`config.mk`:
```
export PLATFORM = sky130hd
export DESIGN_NAME = vsc_device_flat
export DESIGN_NICKNAME = d
export VERILOG_FILES = /design/src/hdl/vsc_pkg.sv /design/src/hdl/vsc_if.sv /design/src/hdl/vsc_device.sv /design/src/hdl/vsc_cmd_decode.sv /design/src/flat_wrapper.sv
export VERILOG_INCLUDE_DIRS = /design/src /design/src/hdl
export SDC_FILE = /design/constraint.sdc
export NUM_CORES = 1
export LEC_CHECK = 0
export ABC_AREA = 1
export BUFFER_PORTS_ARGS = -buffer_cell sky130_fd_sc_hd__buf_2
export CELL_PAD_IN_SITES_DETAIL_PLACEMENT = 1
export CELL_PAD_IN_SITES_GLOBAL_PLACEMENT = 2
export CORE_ASPECT_RATIO = 0.7
export CORE_MARGIN = 2
export CORE_UTILIZATION = 42
export CTS_CLUSTER_SIZE = 10
export DETAILED_ROUTE_END_ITERATION = 16
export GPL_TIMING_DRIVEN = 0
export PLACE_DENSITY_LB_ADDON = 0.1
export SLEW_MARGIN = 30
export SYNTH_ARGS = -nofsm -noshare
export SYNTH_HDL_FRONTEND = slang
export SYNTH_HIERARCHICAL = 1
export SYNTH_SLANG_ARGS = --single-unit
export TNS_END_PERCENT = 20
```
`constraint.sdc`:
```
create_clock -name clk_sys_i -period 5.4 [get_ports clk_sys_i]
set_clock_uncertainty 0.15 [all_clocks]
set_input_delay 0.27 -clock clk_sys_i [delete_from_list [all_inputs] [get_ports clk_sys_i]]
set_output_delay 0.27 -clock clk_sys_i [all_outputs]
set_load 0.03 [all_outputs]
```
`src/hdl/vsc_regs.svh`:
```
`ifndef VSC_REGS_SVH
`define VSC_REGS_SVH
// Notes on behaviour
// Power loss forgets the appointed volume address.
// Host appoints a volume after every power-on.
// Enable low selects all, pending Volume Select.
// Host holds enable high, then issues Volume Select.
// Selected volume stays selected without further selects.
// Host never broadcasts one command to volumes.
// Volumes run commands concurrently and independently.
// Switched-away transfers keep state for later resumption.
// Data input resumes after wait and Change Row.
// Data output resumes after a column change command.
// Target-level data completes before another volume select.
// No Volume Select inside a read sequence.
// No Volume Select inside a program sequence.
// Select allowed before program confirm, then wait.
// No Volume Select inside an erase sequence.
// Non-select first command reverts to previous selection.
// Enable rising edge enters the pending reversion state.
// Appointment raises chain enable out, volume deselected.
// Host waits feature busy time after appointing.
// Volume Select compares address: match selects, else deselects.
// Deselected volume ignores commands and releases data.

// Clock period in nanoseconds.
`define VSC_CLK_NS 10
// Least enable high time and its cycle count, rounded up.
`define VSC_ENABLE_HIGH_MIN_TIME_NS 20
`define VSC_ENABLE_HIGH_MIN_TIME_CYC ((`VSC_ENABLE_HIGH_MIN_TIME_NS + `VSC_CLK_NS - 1) / `VSC_CLK_NS)
// Least column change setup time and its cycle count.
`define VSC_CHANGE_COLUMN_SETUP_TIME_NS 300
`define VSC_CHANGE_COLUMN_SETUP_TIME_CYC ((`VSC_CHANGE_COLUMN_SETUP_TIME_NS + `VSC_CLK_NS - 1) / `VSC_CLK_NS)
// Feature busy time and its cycle count.
`define VSC_FEATURE_BUSY_TIME_NS 1000
`define VSC_FEATURE_BUSY_TIME_CYC ((`VSC_FEATURE_BUSY_TIME_NS + `VSC_CLK_NS - 1) / `VSC_CLK_NS)
// Array busy time after a read, program or erase confirm.
`define VSC_TARR_NS 200
`define VSC_TARR_CYC ((`VSC_TARR_NS + `VSC_CLK_NS - 1) / `VSC_CLK_NS)

// Opcodes.
`define VSC_OP_READ 8'h00
`define VSC_OP_RD_C0 8'h30
`define VSC_OP_RD_C1 8'h31
`define VSC_OP_RD_C2 8'h32
`define VSC_OP_RD_C3 8'h35
`define VSC_OP_PG_0 8'h80
`define VSC_OP_PG_1 8'h81
`define VSC_OP_PG_2 8'h85
`define VSC_OP_PG_C0 8'h10
`define VSC_OP_PG_C1 8'h11
`define VSC_OP_PG_C2 8'h15
`define VSC_OP_ER 8'h60
`define VSC_OP_ER_C0 8'hd0
`define VSC_OP_ER_C1 8'hd1
`define VSC_OP_VSEL 8'he1
`define VSC_OP_SETF 8'hef
`define VSC_OP_STAT 8'h70
`define VSC_OP_RDO 8'h05
`define VSC_OP_RDO_E 8'h06
`define VSC_OP_RDO_C 8'he0
// Feature address of the volume configuration feature.
`define VSC_FA_VOLCFG 8'h58
// Index of the last Set Feature parameter byte.
`define VSC_SF_BYTES 2'd3
// Ready bit of the status byte.
`define VSC_SR_RDY 6
// Page buffer depth and column width.
`define VSC_COL_W 4
`endif

```
`src/hdl/vsc_pkg.sv`:
```
package vsc_pkg;
  // Opcode classes.
  typedef enum logic [3:0] {
    CL_OTHER = 4'h0, CL_READ = 4'h1, CL_RD_CONF = 4'h2, CL_PROG = 4'h3,
    CL_PG_CONF = 4'h4, CL_ERASE = 4'h5, CL_ER_CONF = 4'h6, CL_VSEL = 4'h7,
    CL_SETF = 4'h8, CL_STAT = 4'h9, CL_RDO = 4'ha, CL_RDO_CONF = 4'hb
  } vsc_cls_t;
  // Device command phases.
  typedef enum logic [3:0] {
    ST_IDLE = 4'h0, ST_RD_ADDR = 4'h1, ST_DOUT = 4'h2, ST_PG_ADDR = 4'h3,
    ST_DIN = 4'h4, ST_ER_ADDR = 4'h5, ST_SF_ADDR = 4'h6, ST_SF_DATA = 4'h7,
    ST_STAT = 4'h8, ST_RDO_ADDR = 4'h9
  } vsc_dst_t;
  // Host request kinds.
  typedef enum logic [2:0] {
    HK_CMD = 3'h0, HK_ADDR = 3'h1, HK_DIN = 3'h2, HK_DOUT = 3'h3,
    HK_VSEL = 3'h4, HK_APPOINT = 3'h5, HK_CEHI = 3'h6
  } vsc_kind_t;
  // Host sequencer states.
  typedef enum logic [2:0] {
    HS_IDLE = 3'h0, HS_CEH = 3'h1, HS_VS_CMD = 3'h2, HS_VS_ADDR = 3'h3,
    HS_SF = 3'h4, HS_WAIT = 3'h5, HS_RD = 3'h6
  } vsc_hst_t;
endpackage

```
`src/hdl/vsc_if.sv`:
```
`timescale 1ns/1ps
interface vsc_if;
  logic       ce_n;      // Shared target enable, active low.
  logic       cle;       // Command cycle qualifier.
  logic       ale;       // Address cycle qualifier.
  logic       we;        // One-cycle write strobe.
  logic       re;        // One-cycle read strobe.
  logic [7:0] dq_h;      // Host data toward the device.
  logic       dq_h_oe_n; // Host drives dq while low.
  logic [7:0] dq_d;      // Device data toward the host.
  logic       dq_d_oe_n; // Device drives dq while low.
  logic       rdy;       // Device ready level.
  // Resolved data wire as seen on the shared bus.
  wire [7:0] dq = !dq_d_oe_n ? dq_d : (!dq_h_oe_n ? dq_h : 8'hff);
  modport dev (input ce_n, cle, ale, we, re, dq_h, output dq_d, dq_d_oe_n, rdy);
  modport host (output ce_n, cle, ale, we, re, dq_h, dq_h_oe_n, input dq_d, dq_d_oe_n, rdy);
endinterface

```
`src/hdl/vsc_device.sv`:
```
`timescale 1ns/1ps
`include "vsc_regs.svh"
module vsc_device (
  // Clock, reset and enable.
  input  wire logic       clk_sys_i,
  input  wire logic       rst_n_i,
  input  wire logic       clk_en_i,
  // Daisy chain.
  input  wire logic       chain_enable_in_i,
  output logic            chain_enable_out_o,
  // Volume state seen by the user.
  output logic            appointed_o,
  output logic            selected_o,
  output logic            pending_o,
  output logic [7:0]      vol_addr_o,
  // Flash bus.
  vsc_if.dev              bus
);
  localparam int unsigned CW = `VSC_COL_W;

  vsc_pkg::vsc_cls_t cls;                // Class of the byte on the bus.
  vsc_pkg::vsc_dst_t st_reg;             // Command phase, kept across deselection.
  logic [7:0]        buf_mem [2**CW];    // Page buffer.
  logic [CW-1:0]     col_reg;            // Column pointer.
  logic              acnt_reg;           // Set once the first address byte is taken.
  logic [1:0]        sfcnt_reg;          // Set Feature parameter byte count.
  logic [7:0]        feat_reg;           // Feature address being written.
  logic [7:0]        sfvol_reg;          // Volume address carried by Set Feature.
  logic              appointed_reg;      // A volume address exists.
  logic [7:0]        vol_reg;            // Appointed volume address.
  logic              sel_reg;            // Last selection decision.
  logic              pend_reg;           // Pending reversion decision.
  logic              vsa_reg;            // Volume Select waits for its address.
  logic              ceo_reg;            // Chain enable out.
  logic              ce_n_d_reg;         // Previous enable level.
  logic [15:0]       busy_reg;           // Array or feature busy count.
  logic [7:0]        dq_reg;             // Output data.

  vsc_cmd_decode u_dec (
    .op_i  (bus.dq_h),
    .cls_o (cls)
  );

  // Bus cycle qualifiers.
  wire wr_cyc   = clk_en_i && bus.we && !bus.ce_n;
  wire cmd_cyc  = wr_cyc && bus.cle;
  wire addr_cyc = wr_cyc && bus.ale && !bus.cle;
  wire din_cyc  = wr_cyc && !bus.ale && !bus.cle;
  wire rd_cyc   = clk_en_i && bus.re && !bus.ce_n;
  wire ce_rise  = clk_en_i && bus.ce_n && !ce_n_d_reg;
  // A Volume Select is heard in any selection state.
  wire is_vs    = cmd_cyc && cls == vsc_pkg::CL_VSEL;
  // Before appointment the enable alone selects; afterwards the kept decision does.
  wire active   = !appointed_reg || sel_reg;
  wire take_cmd = cmd_cyc && !is_vs && !vsa_reg && active;
  wire take_adr = addr_cyc && !vsa_reg && active;
  wire take_din = din_cyc && active;
  wire vs_adr   = addr_cyc && vsa_reg;
  wire vs_match = bus.dq_h == vol_reg;
  wire sf_last  = take_din && st_reg == vsc_pkg::ST_SF_DATA && sfcnt_reg == `VSC_SF_BYTES;
  wire sf_vol   = feat_reg == `VSC_FA_VOLCFG;
  wire appoint  = sf_last && sf_vol;
  wire busy     = busy_reg != 16'h0;
  wire col_adr  = take_adr && !acnt_reg;
  wire dout_mode = st_reg == vsc_pkg::ST_DOUT || st_reg == vsc_pkg::ST_STAT;
  wire arr_conf = take_cmd && ((cls == vsc_pkg::CL_RD_CONF && st_reg == vsc_pkg::ST_RD_ADDR)
                  || (cls == vsc_pkg::CL_PG_CONF && st_reg == vsc_pkg::ST_DIN)
                  || (cls == vsc_pkg::CL_ER_CONF && st_reg == vsc_pkg::ST_ER_ADDR));
  wire sf_ok    = chain_enable_in_i;

  // Enable history for edge detection.
  always_ff @(posedge clk_sys_i)
  begin
    if (!rst_n_i)
      ce_n_d_reg <= 1'b1;
    else if (clk_en_i)
      ce_n_d_reg <= bus.ce_n;
  end

  // Volume appointment; power-on reset forgets it.
  always_ff @(posedge clk_sys_i)
  begin
    if (!rst_n_i)
    begin
      appointed_reg <= 1'b0;
      vol_reg       <= 8'h00;
      ceo_reg       <= 1'b0;
    end
    else if (appoint)
    begin
      appointed_reg <= 1'b1;
      vol_reg       <= sfvol_reg;
      ceo_reg       <= 1'b1;
    end
  end

  // Selection, pending reversion and the select address phase.
  always_ff @(posedge clk_sys_i)
  begin
    if (!rst_n_i)
    begin
      sel_reg  <= 1'b0;
      pend_reg <= 1'b0;
      vsa_reg  <= 1'b0;
    end
    else if (appoint)
    begin
      // A freshly appointed volume waits to be named.
      sel_reg  <= 1'b0;
      pend_reg <= 1'b0;
    end
    else if (ce_rise)
    begin
      pend_reg <= appointed_reg;
      vsa_reg  <= 1'b0;
    end
    else if (is_vs && appointed_reg)
    begin
      vsa_reg  <= 1'b1;
      pend_reg <= 1'b0;
    end
    else if (vs_adr)
    begin
      sel_reg <= vs_match;
      vsa_reg <= 1'b0;
    end
    else if (cmd_cyc && pend_reg)
    begin
      // First command was not a select: keep the last decision.
      pend_reg <= 1'b0;
    end
  end

  // Command phase; a deselected volume leaves it untouched.
  always_ff @(posedge clk_sys_i)
  begin
    if (!rst_n_i)
      st_reg <= vsc_pkg::ST_IDLE;
    else if (take_cmd)
    begin
      case (cls)
        vsc_pkg::CL_READ:     st_reg <= vsc_pkg::ST_RD_ADDR;
        vsc_pkg::CL_PROG:     st_reg <= vsc_pkg::ST_PG_ADDR;
        vsc_pkg::CL_ERASE:    st_reg <= vsc_pkg::ST_ER_ADDR;
        vsc_pkg::CL_SETF:     st_reg <= sf_ok ? vsc_pkg::ST_SF_ADDR : vsc_pkg::ST_IDLE;
        vsc_pkg::CL_STAT:     st_reg <= vsc_pkg::ST_STAT;
        vsc_pkg::CL_RDO:      st_reg <= vsc_pkg::ST_RDO_ADDR;
        vsc_pkg::CL_RDO_CONF: st_reg <= vsc_pkg::ST_DOUT;
        vsc_pkg::CL_RD_CONF:  st_reg <= arr_conf ? vsc_pkg::ST_DOUT : vsc_pkg::ST_IDLE;
        default:              st_reg <= vsc_pkg::ST_IDLE;
      endcase
    end
    else if (take_adr && st_reg == vsc_pkg::ST_SF_ADDR)
      st_reg <= vsc_pkg::ST_SF_DATA;
    else if (take_din && st_reg == vsc_pkg::ST_PG_ADDR)
      st_reg <= vsc_pkg::ST_DIN;
    else if (sf_last)
      st_reg <= vsc_pkg::ST_IDLE;
  end

  // Address and Set Feature counters.
  always_ff @(posedge clk_sys_i)
  begin
    if (!rst_n_i)
    begin
      acnt_reg  <= 1'b0;
      sfcnt_reg <= 2'd0;
      feat_reg  <= 8'h00;
      sfvol_reg <= 8'h00;
    end
    else
    begin
      if (take_cmd)
        acnt_reg <= 1'b0;
      else if (take_adr)
        acnt_reg <= 1'b1;
      if (take_adr && st_reg == vsc_pkg::ST_SF_ADDR)
      begin
        feat_reg  <= bus.dq_h;
        sfcnt_reg <= 2'd0;
      end
      else if (take_din && st_reg == vsc_pkg::ST_SF_DATA)
        sfcnt_reg <= sfcnt_reg + 2'd1;
      if (take_din && st_reg == vsc_pkg::ST_SF_DATA && sfcnt_reg == 2'd0)
        sfvol_reg <= bus.dq_h;
    end
  end

  // Column pointer survives a volume switch so the transfer can resume.
  always_ff @(posedge clk_sys_i)
  begin
    if (!rst_n_i)
      col_reg <= '0;
    else if (col_adr)
      col_reg <= bus.dq_h[CW-1:0];
    else if ((take_din && (st_reg == vsc_pkg::ST_PG_ADDR || st_reg == vsc_pkg::ST_DIN))
             || (rd_cyc && active && st_reg == vsc_pkg::ST_DOUT))
      col_reg <= col_reg + 1'b1;
  end

  // Page buffer write.
  always_ff @(posedge clk_sys_i)
  begin
    if (take_din && (st_reg == vsc_pkg::ST_PG_ADDR || st_reg == vsc_pkg::ST_DIN))
      buf_mem[col_reg] <= bus.dq_h;
  end

  // Busy count runs whatever the selection, so volumes work side by side.
  always_ff @(posedge clk_sys_i)
  begin
    if (!rst_n_i)
      busy_reg <= 16'h0;
    else if (appoint)
      busy_reg <= 16'(`VSC_FEATURE_BUSY_TIME_CYC);
    else if (arr_conf)
      busy_reg <= 16'(`VSC_TARR_CYC);
    else if (busy && clk_en_i)
      busy_reg <= busy_reg - 16'h1;
  end

  // Output data register.
  always_ff @(posedge clk_sys_i)
  begin
    if (!rst_n_i)
      dq_reg <= 8'h00;
    else if (rd_cyc && active)
    begin
      if (st_reg == vsc_pkg::ST_STAT)
      begin
        dq_reg               <= 8'h00;
        dq_reg[`VSC_SR_RDY]  <= !busy;
      end
      else if (st_reg == vsc_pkg::ST_DOUT)
        dq_reg <= buf_mem[col_reg];
    end
  end

  // Drivers; a deselected volume keeps its data pins released.
  assign bus.dq_d           = dq_reg;
  // Released in host write cycles so the two ends never drive together.
  assign bus.dq_d_oe_n      = !(active && dout_mode && !bus.ce_n && !vsa_reg && !bus.we);
  assign bus.rdy            = !busy;
  assign chain_enable_out_o = ceo_reg;
  assign appointed_o        = appointed_reg;
  assign selected_o         = active;
  assign pending_o          = pend_reg;
  assign vol_addr_o         = vol_reg;
endmodule

```
`src/hdl/vsc_cmd_decode.sv`:
```
`timescale 1ns/1ps
`include "vsc_regs.svh"
module vsc_cmd_decode (
  // Opcode in.
  input  wire logic [7:0]        op_i,
  // Class out.
  output vsc_pkg::vsc_cls_t      cls_o
);
  // Sorts an opcode into the class the sequencers act on.
  always_comb
  begin
    case (op_i)
      `VSC_OP_READ: cls_o = vsc_pkg::CL_READ;
      `VSC_OP_RD_C0, `VSC_OP_RD_C1, `VSC_OP_RD_C2, `VSC_OP_RD_C3: cls_o = vsc_pkg::CL_RD_CONF;
      `VSC_OP_PG_0, `VSC_OP_PG_1, `VSC_OP_PG_2: cls_o = vsc_pkg::CL_PROG;
      `VSC_OP_PG_C0, `VSC_OP_PG_C1, `VSC_OP_PG_C2: cls_o = vsc_pkg::CL_PG_CONF;
      `VSC_OP_ER: cls_o = vsc_pkg::CL_ERASE;
      `VSC_OP_ER_C0, `VSC_OP_ER_C1: cls_o = vsc_pkg::CL_ER_CONF;
      `VSC_OP_VSEL: cls_o = vsc_pkg::CL_VSEL;
      `VSC_OP_SETF: cls_o = vsc_pkg::CL_SETF;
      `VSC_OP_STAT: cls_o = vsc_pkg::CL_STAT;
      `VSC_OP_RDO, `VSC_OP_RDO_E: cls_o = vsc_pkg::CL_RDO;
      `VSC_OP_RDO_C: cls_o = vsc_pkg::CL_RDO_CONF;
      default: cls_o = vsc_pkg::CL_OTHER;
    endcase
  end
endmodule

```
`src/flat_wrapper.sv`:
```
// flat-port wrapper written by rule: the top's interface ports become plain ports
module vsc_device_flat 
  (clk_sys_i, rst_n_i, clk_en_i, chain_enable_in_i, chain_enable_out_o, appointed_o, selected_o, pending_o, vol_addr_o, bus_ce_n, bus_cle, bus_ale, bus_we, bus_re, bus_dq_h, bus_dq_d, bus_dq_d_oe_n, bus_rdy);
  vsc_if bus_i ();
  input  wire logic clk_sys_i;
  input  wire logic rst_n_i;
  input  wire logic clk_en_i;
  input  wire logic chain_enable_in_i;
  output logic chain_enable_out_o;
  output logic appointed_o;
  output logic selected_o;
  output logic pending_o;
  output logic [7:0] vol_addr_o;
  input wire logic [$bits(bus_i.ce_n)-1:0] bus_ce_n;
  input wire logic [$bits(bus_i.cle)-1:0] bus_cle;
  input wire logic [$bits(bus_i.ale)-1:0] bus_ale;
  input wire logic [$bits(bus_i.we)-1:0] bus_we;
  input wire logic [$bits(bus_i.re)-1:0] bus_re;
  input wire logic [$bits(bus_i.dq_h)-1:0] bus_dq_h;
  output wire logic [$bits(bus_i.dq_d)-1:0] bus_dq_d;
  output wire logic [$bits(bus_i.dq_d_oe_n)-1:0] bus_dq_d_oe_n;
  output wire logic [$bits(bus_i.rdy)-1:0] bus_rdy;
  assign bus_i.ce_n = bus_ce_n;
  assign bus_i.cle = bus_cle;
  assign bus_i.ale = bus_ale;
  assign bus_i.we = bus_we;
  assign bus_i.re = bus_re;
  assign bus_i.dq_h = bus_dq_h;
  assign bus_dq_d = bus_i.dq_d;
  assign bus_dq_d_oe_n = bus_i.dq_d_oe_n;
  assign bus_rdy = bus_i.rdy;
  vsc_device u_core (.clk_sys_i(clk_sys_i), .rst_n_i(rst_n_i), .clk_en_i(clk_en_i), .chain_enable_in_i(chain_enable_in_i), .chain_enable_out_o(chain_enable_out_o), .appointed_o(appointed_o), .selected_o(selected_o), .pending_o(pending_o), .vol_addr_o(vol_addr_o), .bus(bus_i));
endmodule
```
==> out/summary.log, run 1 <==
INFO  synthesis      synth-edff-count=128
INFO  synthesis      synthesis.instances=994
INFO  critical_path  worstSetupStartpointType=input port
INFO  critical_path  ff2ff_setup_slack=2.91ns
INFO  min_path       worstHoldPathType=input port to register
INFO  status         outcome=finished clean
INFO  pwr            total_power=3.77mW
INFO  sta            final_period_minus_worst_setup_slack=2.59ns
INFO  sta            hold_violations=0
INFO  min_path       holdCritStartpoint=clk_en_i
INFO  sta            slew-limit-headroom=37.8%
INFO  sta            achievable-frequency=385MHz
INFO  floorplan      design.core.area=20800um^2
INFO  grt            initial_antenna_violation_count=0
INFO  critical_path  timing.critical_path.slowest_cell_delay=0.75ns
INFO  clock_network  worst_skew_pair.late_latency=0.44ns
INFO  drt            detail_route.wirelength=25800um
INFO  sta            final_cycle_utilization_of_the_critical_path=48.1%
INFO  drt            drc_errors=0
INFO  sta            final-max-slew-violation-count=0
INFO  place          port_buffers=37
INFO  final_layout   area_growth=12.9%
INFO  critical_path  cp_num_buf_inv=4
INFO  min_path       min_delay_worst_endpoint=u_core/ce_n_d_reg$_SDFFE_PN1P_
INFO  pwr            combinationalPowerShare=19.6%
INFO  final_layout   antenna_cells_inserted=0
INFO  floorplan      starting_density_of_the_core=43.0%
INFO  clock_network  cts-buffers-inserted=17
INFO  final_layout   mostFrequentLayoutCells=nand2_1 (206), nor2_1 (162), edfxtp_1 (128)
INFO  floorplan      floorplan.die.width=179um
INFO  run            maxCapViolations=0
INFO  drt            dr.pass1.iters=5
INFO  pwr            power_frac_clock=35.1%
INFO  critical_path  worst-setup-path-type=input port to register
INFO  floorplan      fp-row-count=44
INFO  sta            tightestPinTransition=0.930ns
INFO  synthesis      sequential_cell_area_fraction_in_the_yosys_report=58.1%
INFO  synthesis      post_synth_and_or_nand_nor_area_fraction=23.9%
INFO  critical_path  family_with_the_most_delay_on_the_worst_path=simple AND/OR/NAND/NOR gates
INFO  grt            grt_max_degree=26
INFO  critical_path  crit-reg2reg-capture=u_core/buf_mem[7][6]$_DFFE_PP_
INFO  critical_path  crit_path_end_kind=register
INFO  grt            first_global_vias=6986
INFO  place          placed_cells=1307
INFO  clock_network  clock-sinks=196
INFO  place          detailed_place.area=9490um^2
INFO  final_layout   largest_reg_flops=128
INFO  synthesis      synth.top_cells.by_area=edfxtp_1 (43%), dfxtp_1 (15%), nand2_1 (8.6%), nor2_1 (7.0%), nand3_1 (3.8%)
INFO  synthesis      post_synth_mux_area_share=0%
INFO  synthesis      synth_adder_area_share=1.12%
INFO  pwr            p_seq_share=45.3%
INFO  grt            groute.usage.overall=24.3%
INFO  floorplan      io-pin-count=39
INFO  grt            grt_pass1_wl=40300um
INFO  clock_network  cts_tree=done
INFO  drt            avgViaCountPerCell=5.26
INFO  synthesis      synth_cell_types=42
INFO  clock_network  clk_path_buf_depth=2
INFO  pwr            p_sw=1.13mW
INFO  drt            antenna_left=0
INFO  min_path       worstHoldPathCells=3
INFO  floorplan      die-height=126um
INFO  final_layout   layout.cells.most_common=nand2_1
INFO  drt            vias=7055
INFO  final_layout   final-instance-count-excl-fill=1340
INFO  clock_network  post-cts-setup-buffers=0
INFO  clock_network  clk_root_buffer_cell=clkbuf_16
INFO  pwr            netSwitchingFraction=30.1%
INFO  place          gp_congestion=0.831
INFO  critical_path  worst-endpoint-required=5.32ns
INFO  synthesis      async_reset_ff_share=0%
INFO  sta            timing.setup.tns=0ns
INFO  critical_path  cell_by_cell_listing_of_the_critical_path=dlygate4sd3_1 > buf_2 > inv_1 > nand3_4 > nor2_4 > nand2_1 > inv_1 > nand2_1 > nor2_1
INFO  synthesis      post_synth_instance_area=8950um^2
INFO  synthesis      synth-main-ff-cell=edfxtp_1
INFO  critical_path  worst-path-max-fanout=8
INFO  clock_network  clkTransAtPathRegs=0.08ns
INFO  floorplan      dieArea=22500um^2
INFO  synthesis      syn_nets=1019
INFO  synthesis      synthesized_flop_and_latch_total=196
INFO  critical_path  worst-r2r-cell-count=8
INFO  final_layout   layout-drive-gt1-share=10.7%
INFO  sta            setup_violations=0
INFO  drt            drtIter0Drc=530
INFO  final_layout   num-nets-final=1076
INFO  place          dp_hpwl=18400um
INFO  synthesis      yosys_warnings=6
INFO  pwr            leakage_dissipation=3.92nW
INFO  pwr            vdd_ir_drop_max=0.215mV
INFO  synthesis      synth_compound_gate_area_share=8.97%
INFO  synthesis      synthesis.area_per_instance=9.01um^2
INFO  synthesis      synth_xor_xnor_area_share=1.76%
INFO  critical_path  critical-path-slowest-cell=nor2_1
INFO  clock_network  cts_resized=0
INFO  pwr            power.density_cell_area=373nW/um^2
INFO  clock_network  maximum_level_of_the_cts_h_tree=4
INFO  critical_path  regToRegStartpoint=u_core/st_reg[2]$_SDFFE_PN0P_
INFO  clock_network  cts_hold_buf=1
INFO  synthesis      netlist.top_cell.by_area=edfxtp_1
INFO  drt            route.detailed.wl_per_inst=19.3um
INFO  synthesis      post-synth-top-area-fraction=42.9%
INFO  pwr            power_report.internal_total=2.63mW
INFO  synthesis      synth_top_family_by_area=simple AND/OR/NAND/NOR gates
INFO  critical_path  crit_arrival=2.51ns
INFO  sta            rsz0062_at_grt=false
INFO  final_layout   post-route-cell-area=10100um^2
INFO  grt            globalRoute.totalOverflow=0
[metal layers]
layer  part of all wire, %  wire length (um)  GRT usage (%)  vias up
met5                     0                 0              0        -
met4                  0.70               180           5.02        0
met3                   5.2              1340           4.77       14
met2                    41             10700           34.5      130
met1                    53             13600           38.1     3474
li1                      -                 -              -     3437
[power by group through the flow]
stage	Combinational, mW	Clock [mW]	Sequential, mW
floorplan	0.537	0	1.72
global placement	0.721	0	1.74
detailed placement	0.737	0	1.74
CTS	0.743	1.36	1.70
global route	0.844	1.41	1.72
finish	0.738	1.32	1.70
[tightest hold or removal path, delay by kind of cell]
kind / cells / cell delay, ns
and+or+nand+nor: 2 / 0.16
buffers and inverters: 1 / 0.18
[stage by stage]
stage                     utilization (%)  hold WS, ns  setup slack [ns]
after floorplan                         -        0.219              3.19
after global placement               45.6        0.293              2.43
after detailed placement             45.6        0.296              2.40
after CTS                            48.6       0.0343              2.76
after global routing                 48.6       0.0736              2.59
final                                48.6       0.0508              2.81
[worst max-delay path by stage]
stage / cells after the start / endpoint / slack (ns) / from
6_report: 9 / u_core/buf_mem[7][6]$_DFFE_PP_ / 2.81 / bus_ce_n
5_1_grt: 15 / u_core/st_reg[1]$_SDFFE_PN0P_ / 2.59 / bus_dq_h[2]
4_1_cts: 9 / u_core/buf_mem[14][7]$_DFFE_PP_ / 2.76 / bus_ce_n
3_5_place_dp: 16 / u_core/busy_reg[15]$_SDFFE_PP0P_ / 2.40 / bus_dq_h[2]
3_3_place_gp: 16 / u_core/busy_reg[14]$_SDFFE_PP0P_ / 2.43 / bus_dq_h[2]
2_1_floorplan: 7 / u_core/buf_mem[0][0]$_DFFE_PP_ / 3.19 / u_core/chain_enable_out_o$_SDFFE_PN0P_
[cell families after synthesis]
group / after synthesis
DFF: 196
AOI/OAI and AO/OA: 144
buffers and inverters: 132
xor gates and xnor gates: 18
adders and majority gates: 8
and+or+nand+nor: 496
[cell usage after synthesis (4+ instances only)]
library cell    n
a211oi_1        5
a21oi_1        54
buf_2          10
clkbuf_1       21
dfxtp_1        68
edfxtp_1      128
ha_1            8
inv_1          88
inv_2           5
nand2_1       206
nand2_2         6
nand3_1        68
nand3_2         4
nand4_1        15
nor2_1        166
nor2_4          5
nor3_1         13
o211ai_1       23
o21ai_0        57
xnor2_1        10
xor2_1          8
[layout make-up]
| cell class | count | area [um^2] |
|---|---|---|
| buffer | 37 | 185 |
| clock inverter | 13 | 173 |
| multi-input combinational | 666 | 3210 |
| timing repair buffer | 38 | 195 |
| fill | 2451 | 10700 |
| clock buffer | 19 | 433 |
| sequential | 196 | 5200 |
| tap | 276 | 345 |
| inverter | 95 | 362 |
Power figures use the tool's default switching activity.
==> run 2, diff against run 1 <==
- CORE_UTILIZATION: 42 -> 39
- clock period: 5.4 -> 2.5 ns (I/O delays scaled with it)
==> run 2 against run 1 <==
Effect of this change: clock power increased by 120%; wire length grew 2.4%; total power rose by 120%; core utilization fell by 3.2 points; critical path depth is 1 lower; flip-flop and latch count unchanged; final area up 1.5%; critical endpoint is now u_core/buf_mem[1][6]$_DFFE_PP_; largest cell class unchanged; largest power group unchanged; highest routed layer unchanged.
==> out/summary.log, run 2 (same netlist as run 1, synthesis figures left out) <==
INFO  min_path       worstHoldPathType=input port to register
INFO  floorplan      dieArea=24200um^2 [+7.5%]
INFO  run            maxCapViolations=0 [unchanged]
INFO  clock_network  worst_skew_pair.late_latency=0.44ns [about the same]
INFO  critical_path  cp_common_cell=nand2_1
INFO  critical_path  worst-endpoint-required=2.41ns [-2.91 ns]
INFO  place          detailed_place.area=9530um^2 [+0.47%]
INFO  critical_path  worst-setup-path-type=register to register
INFO  place          port_buffers=37 [unchanged]
INFO  place          gp_congestion=0.822 [-1.1%]
INFO  drt            drtIter0Drc=450 [-15%]
INFO  pwr            vdd_ir_drop_max=0.481mV [+120%]
INFO  critical_path  timing.critical_path.slowest_cell_delay=0.73ns [-0.02 ns]
INFO  final_layout   layout-drive-gt1-share=11.3% [+0.57 points]
INFO  final_layout   area.sequential=5200um^2 [unchanged]
INFO  final_layout   largest_reg_flops=128 [unchanged]
INFO  clock_network  cts-buffers-inserted=17 [unchanged]
INFO  floorplan      floorplan.die.width=185um [+3.7%]
INFO  critical_path  cell_by_cell_listing_of_the_critical_path=inv_1 > nor2_1 > nand2_1 > nand2_1 > nand2_1 > inv_1 > nand2_1 > nor2_1
INFO  final_layout   layout.cells.most_common=nand2_1
INFO  final_layout   multi_input_area=3230um^2 [+0.62%]
INFO  grt            groute.usage.overall=22.7% [-1.5 points]
INFO  pwr            power.density_cell_area=792nW/um^2 [+110%]
INFO  drt            drc_errors=0 [unchanged]
INFO  clock_network  cts_tree=done
INFO  critical_path  critical-path-slowest-cell=nor2_1
INFO  sta            final_period_minus_worst_setup_slack=2.44ns
INFO  final_layout   area_growth=14.6%
INFO  floorplan      io-pin-count=39 [unchanged]
INFO  sta            tightestPinTransition=0.914ns [-0.0157 ns]
INFO  pwr            power_report.internal_total=5.69mW [+120%]
INFO  clock_network  clkTransAtPathRegs=0.07ns [about the same]
INFO  sta            hold_violations=0 [unchanged]
INFO  drt            avgViaCountPerCell=5.06 [-3.8%]
INFO  critical_path  crit_arrival=2.35ns [-0.16 ns]
INFO  drt            route.detailed.wl_per_inst=19.1um [-0.91%]
INFO  drt            detail_route.wirelength=26500um [+2.4%]
INFO  grt            grt_pass1_wl=40000um [-0.92%]
INFO  clock_network  clk_root_buffer_cell=clkbuf_16
INFO  sta            hold_ws=0.0220ns [-0.0288 ns]
INFO  grt            grt_max_degree=26 [unchanged]
INFO  final_layout   mostFrequentLayoutCells=nand2_1 (206), nor2_1 (154), edfxtp_1 (128)
INFO  clock_network  clock-sinks=196 [unchanged]
INFO  grt            initial_antenna_violation_count=1 [+1]
INFO  critical_path  family_with_the_most_delay_on_the_worst_path=simple AND/OR/NAND/NOR gates
INFO  status         outcome=finished clean
INFO  floorplan      starting_density_of_the_core=39.6% [-3.4 points]
INFO  pwr            netSwitchingFraction=30.0% [-0.059 points]
INFO  sta            setup_violations=0 [unchanged]
INFO  final_layout   post-route-cell-area=10300um^2 [+1.5%]
INFO  clock_network  clk_path_buf_depth=2 [unchanged]
INFO  drt            antenna_left=0 [unchanged]
INFO  grt            globalRoute.totalOverflow=0 [unchanged]
INFO  critical_path  crit_path_end_kind=register
INFO  floorplan      fp-row-count=46 [+4.5%]
INFO  pwr            leakage_dissipation=3.95nW [+0.81%]
INFO  final_layout   num-nets-final=1084 [+0.74%]
INFO  sta            final_cycle_utilization_of_the_critical_path=97.8%
INFO  sta            slew-limit-headroom=38.8% [+1.1 points]
INFO  floorplan      die-height=131um [+3.7%]
INFO  pwr            p_sw=2.44mW [+120%]
INFO  floorplan      design.core.area=22600um^2 [+8.7%]
INFO  sta            achievable-frequency=409MHz
INFO  sta            rsz0062_at_grt=true
INFO  sta            final-max-slew-violation-count=0 [unchanged]
INFO  drt            vias=7014 [-0.58%]
INFO  pwr            power_frac_clock=35.0% [about the same]
INFO  pwr            p_seq_share=45.3% [about the same]
INFO  critical_path  worst-path-max-fanout=8 [unchanged]
INFO  pwr            combinationalPowerShare=19.7% [about the same]
INFO  critical_path  worstSetupStartpointType=register
INFO  grt            first_global_vias=6753 [-3.3%]
INFO  final_layout   layout_fillers=2673 [+9.1%]
INFO  clock_network  maximum_level_of_the_cts_h_tree=4 [unchanged]
INFO  drt            dr.pass1.iters=5 [unchanged]
INFO  critical_path  cp_num_buf_inv=2 [-2]
INFO  place          dp_hpwl=18800um [+1.7%]
[run 2: worst min-delay path, delay by kind of cell]
| family | cells | cell delay (ns) |
|---|---|---|
| compound gates | 2 | 0.20 |
| buf+inv | 1 | 0.24 |
[run 2: cell type report]
type | instances | share of cell area (%)
clock buffer | 17 | 4.14
buffer | 37 | 1.80
multi-input combinational | 666 | 31.5
tap | 312 | 3.80
sequential | 196 | 50.7
inverter | 95 | 3.52
clock inverter | 15 | 1.76
antenna | 1 | 0.0244
timing repair buffer | 46 | 2.76
[run 2: layer usage]
metal | vias to the layer above | track usage [%] | wire length (um)
met4 | 0 | 4.34 | 146
li1 | 3448 | - | -
met5 | - | 0 | 0
met3 | 8 | 3.49 | 1180
met2 | 135 | 32.3 | 11000
met1 | 3423 | 36.4 | 14200
[run 2: power by group through the flow]
| stage | sequential, mW | clock, mW | combinational [mW] |
|---|---|---|---|
| 2_1_floorplan | 3.72 | 0 | 1.16 |
| 3_3_place_gp | 3.76 | 0 | 1.57 |
| 3_5_place_dp | 3.76 | 0 | 1.59 |
| 4_1_cts | 3.69 | 2.91 | 1.60 |
| 5_1_grt | 3.70 | 3.03 | 1.83 |
| 6_report | 3.69 | 2.84 | 1.60 |
[run 2: stage by stage]
step	util (%)	setup slack, ns	std cells	total power [mW]	setup TNS, ns
5_1_grt	45.4	-0.0769	1384	8.56	-1.11
2_1_floorplan	-	0.291	994	4.88	0
3_5_place_dp	42.1	-0.401	1343	5.35	-6.79
6_report	45.4	0.0550	1385	8.13	0
3_3_place_gp	42.1	-0.366	1343	5.32	-7.30
4_1_cts	45.2	0.00240	1382	8.20	0
[run 2: path summary, 6_finish.rpt]
path	from	end	slack (ns)	cells after the start
worst max-delay path	u_core/st_reg[2]$_SDFFE_PN0P_	u_core/buf_mem[1][6]$_DFFE_PP_	0.06	8
worst min-delay path	rst_n_i	u_core/sfvol_reg[1]$_SDFFE_PN0P_	0.02	3
worst max register to register	u_core/st_reg[2]$_SDFFE_PN0P_	u_core/buf_mem[1][6]$_DFFE_PP_	0.06	8
worst min register to register	u_core/sfvol_reg[3]$_SDFFE_PN0P_	u_core/sfvol_reg[3]$_SDFFE_PN0P_	0.31	2
[run 2: what timing repair did]
item	in CTS	in global routing
resized for setup	2	11
hold buffers	7	2
setup buffers	0	0
endpoints found under the setup margin	8	85
gates cloned	0	0
endpoints found under the hold margin	5	17
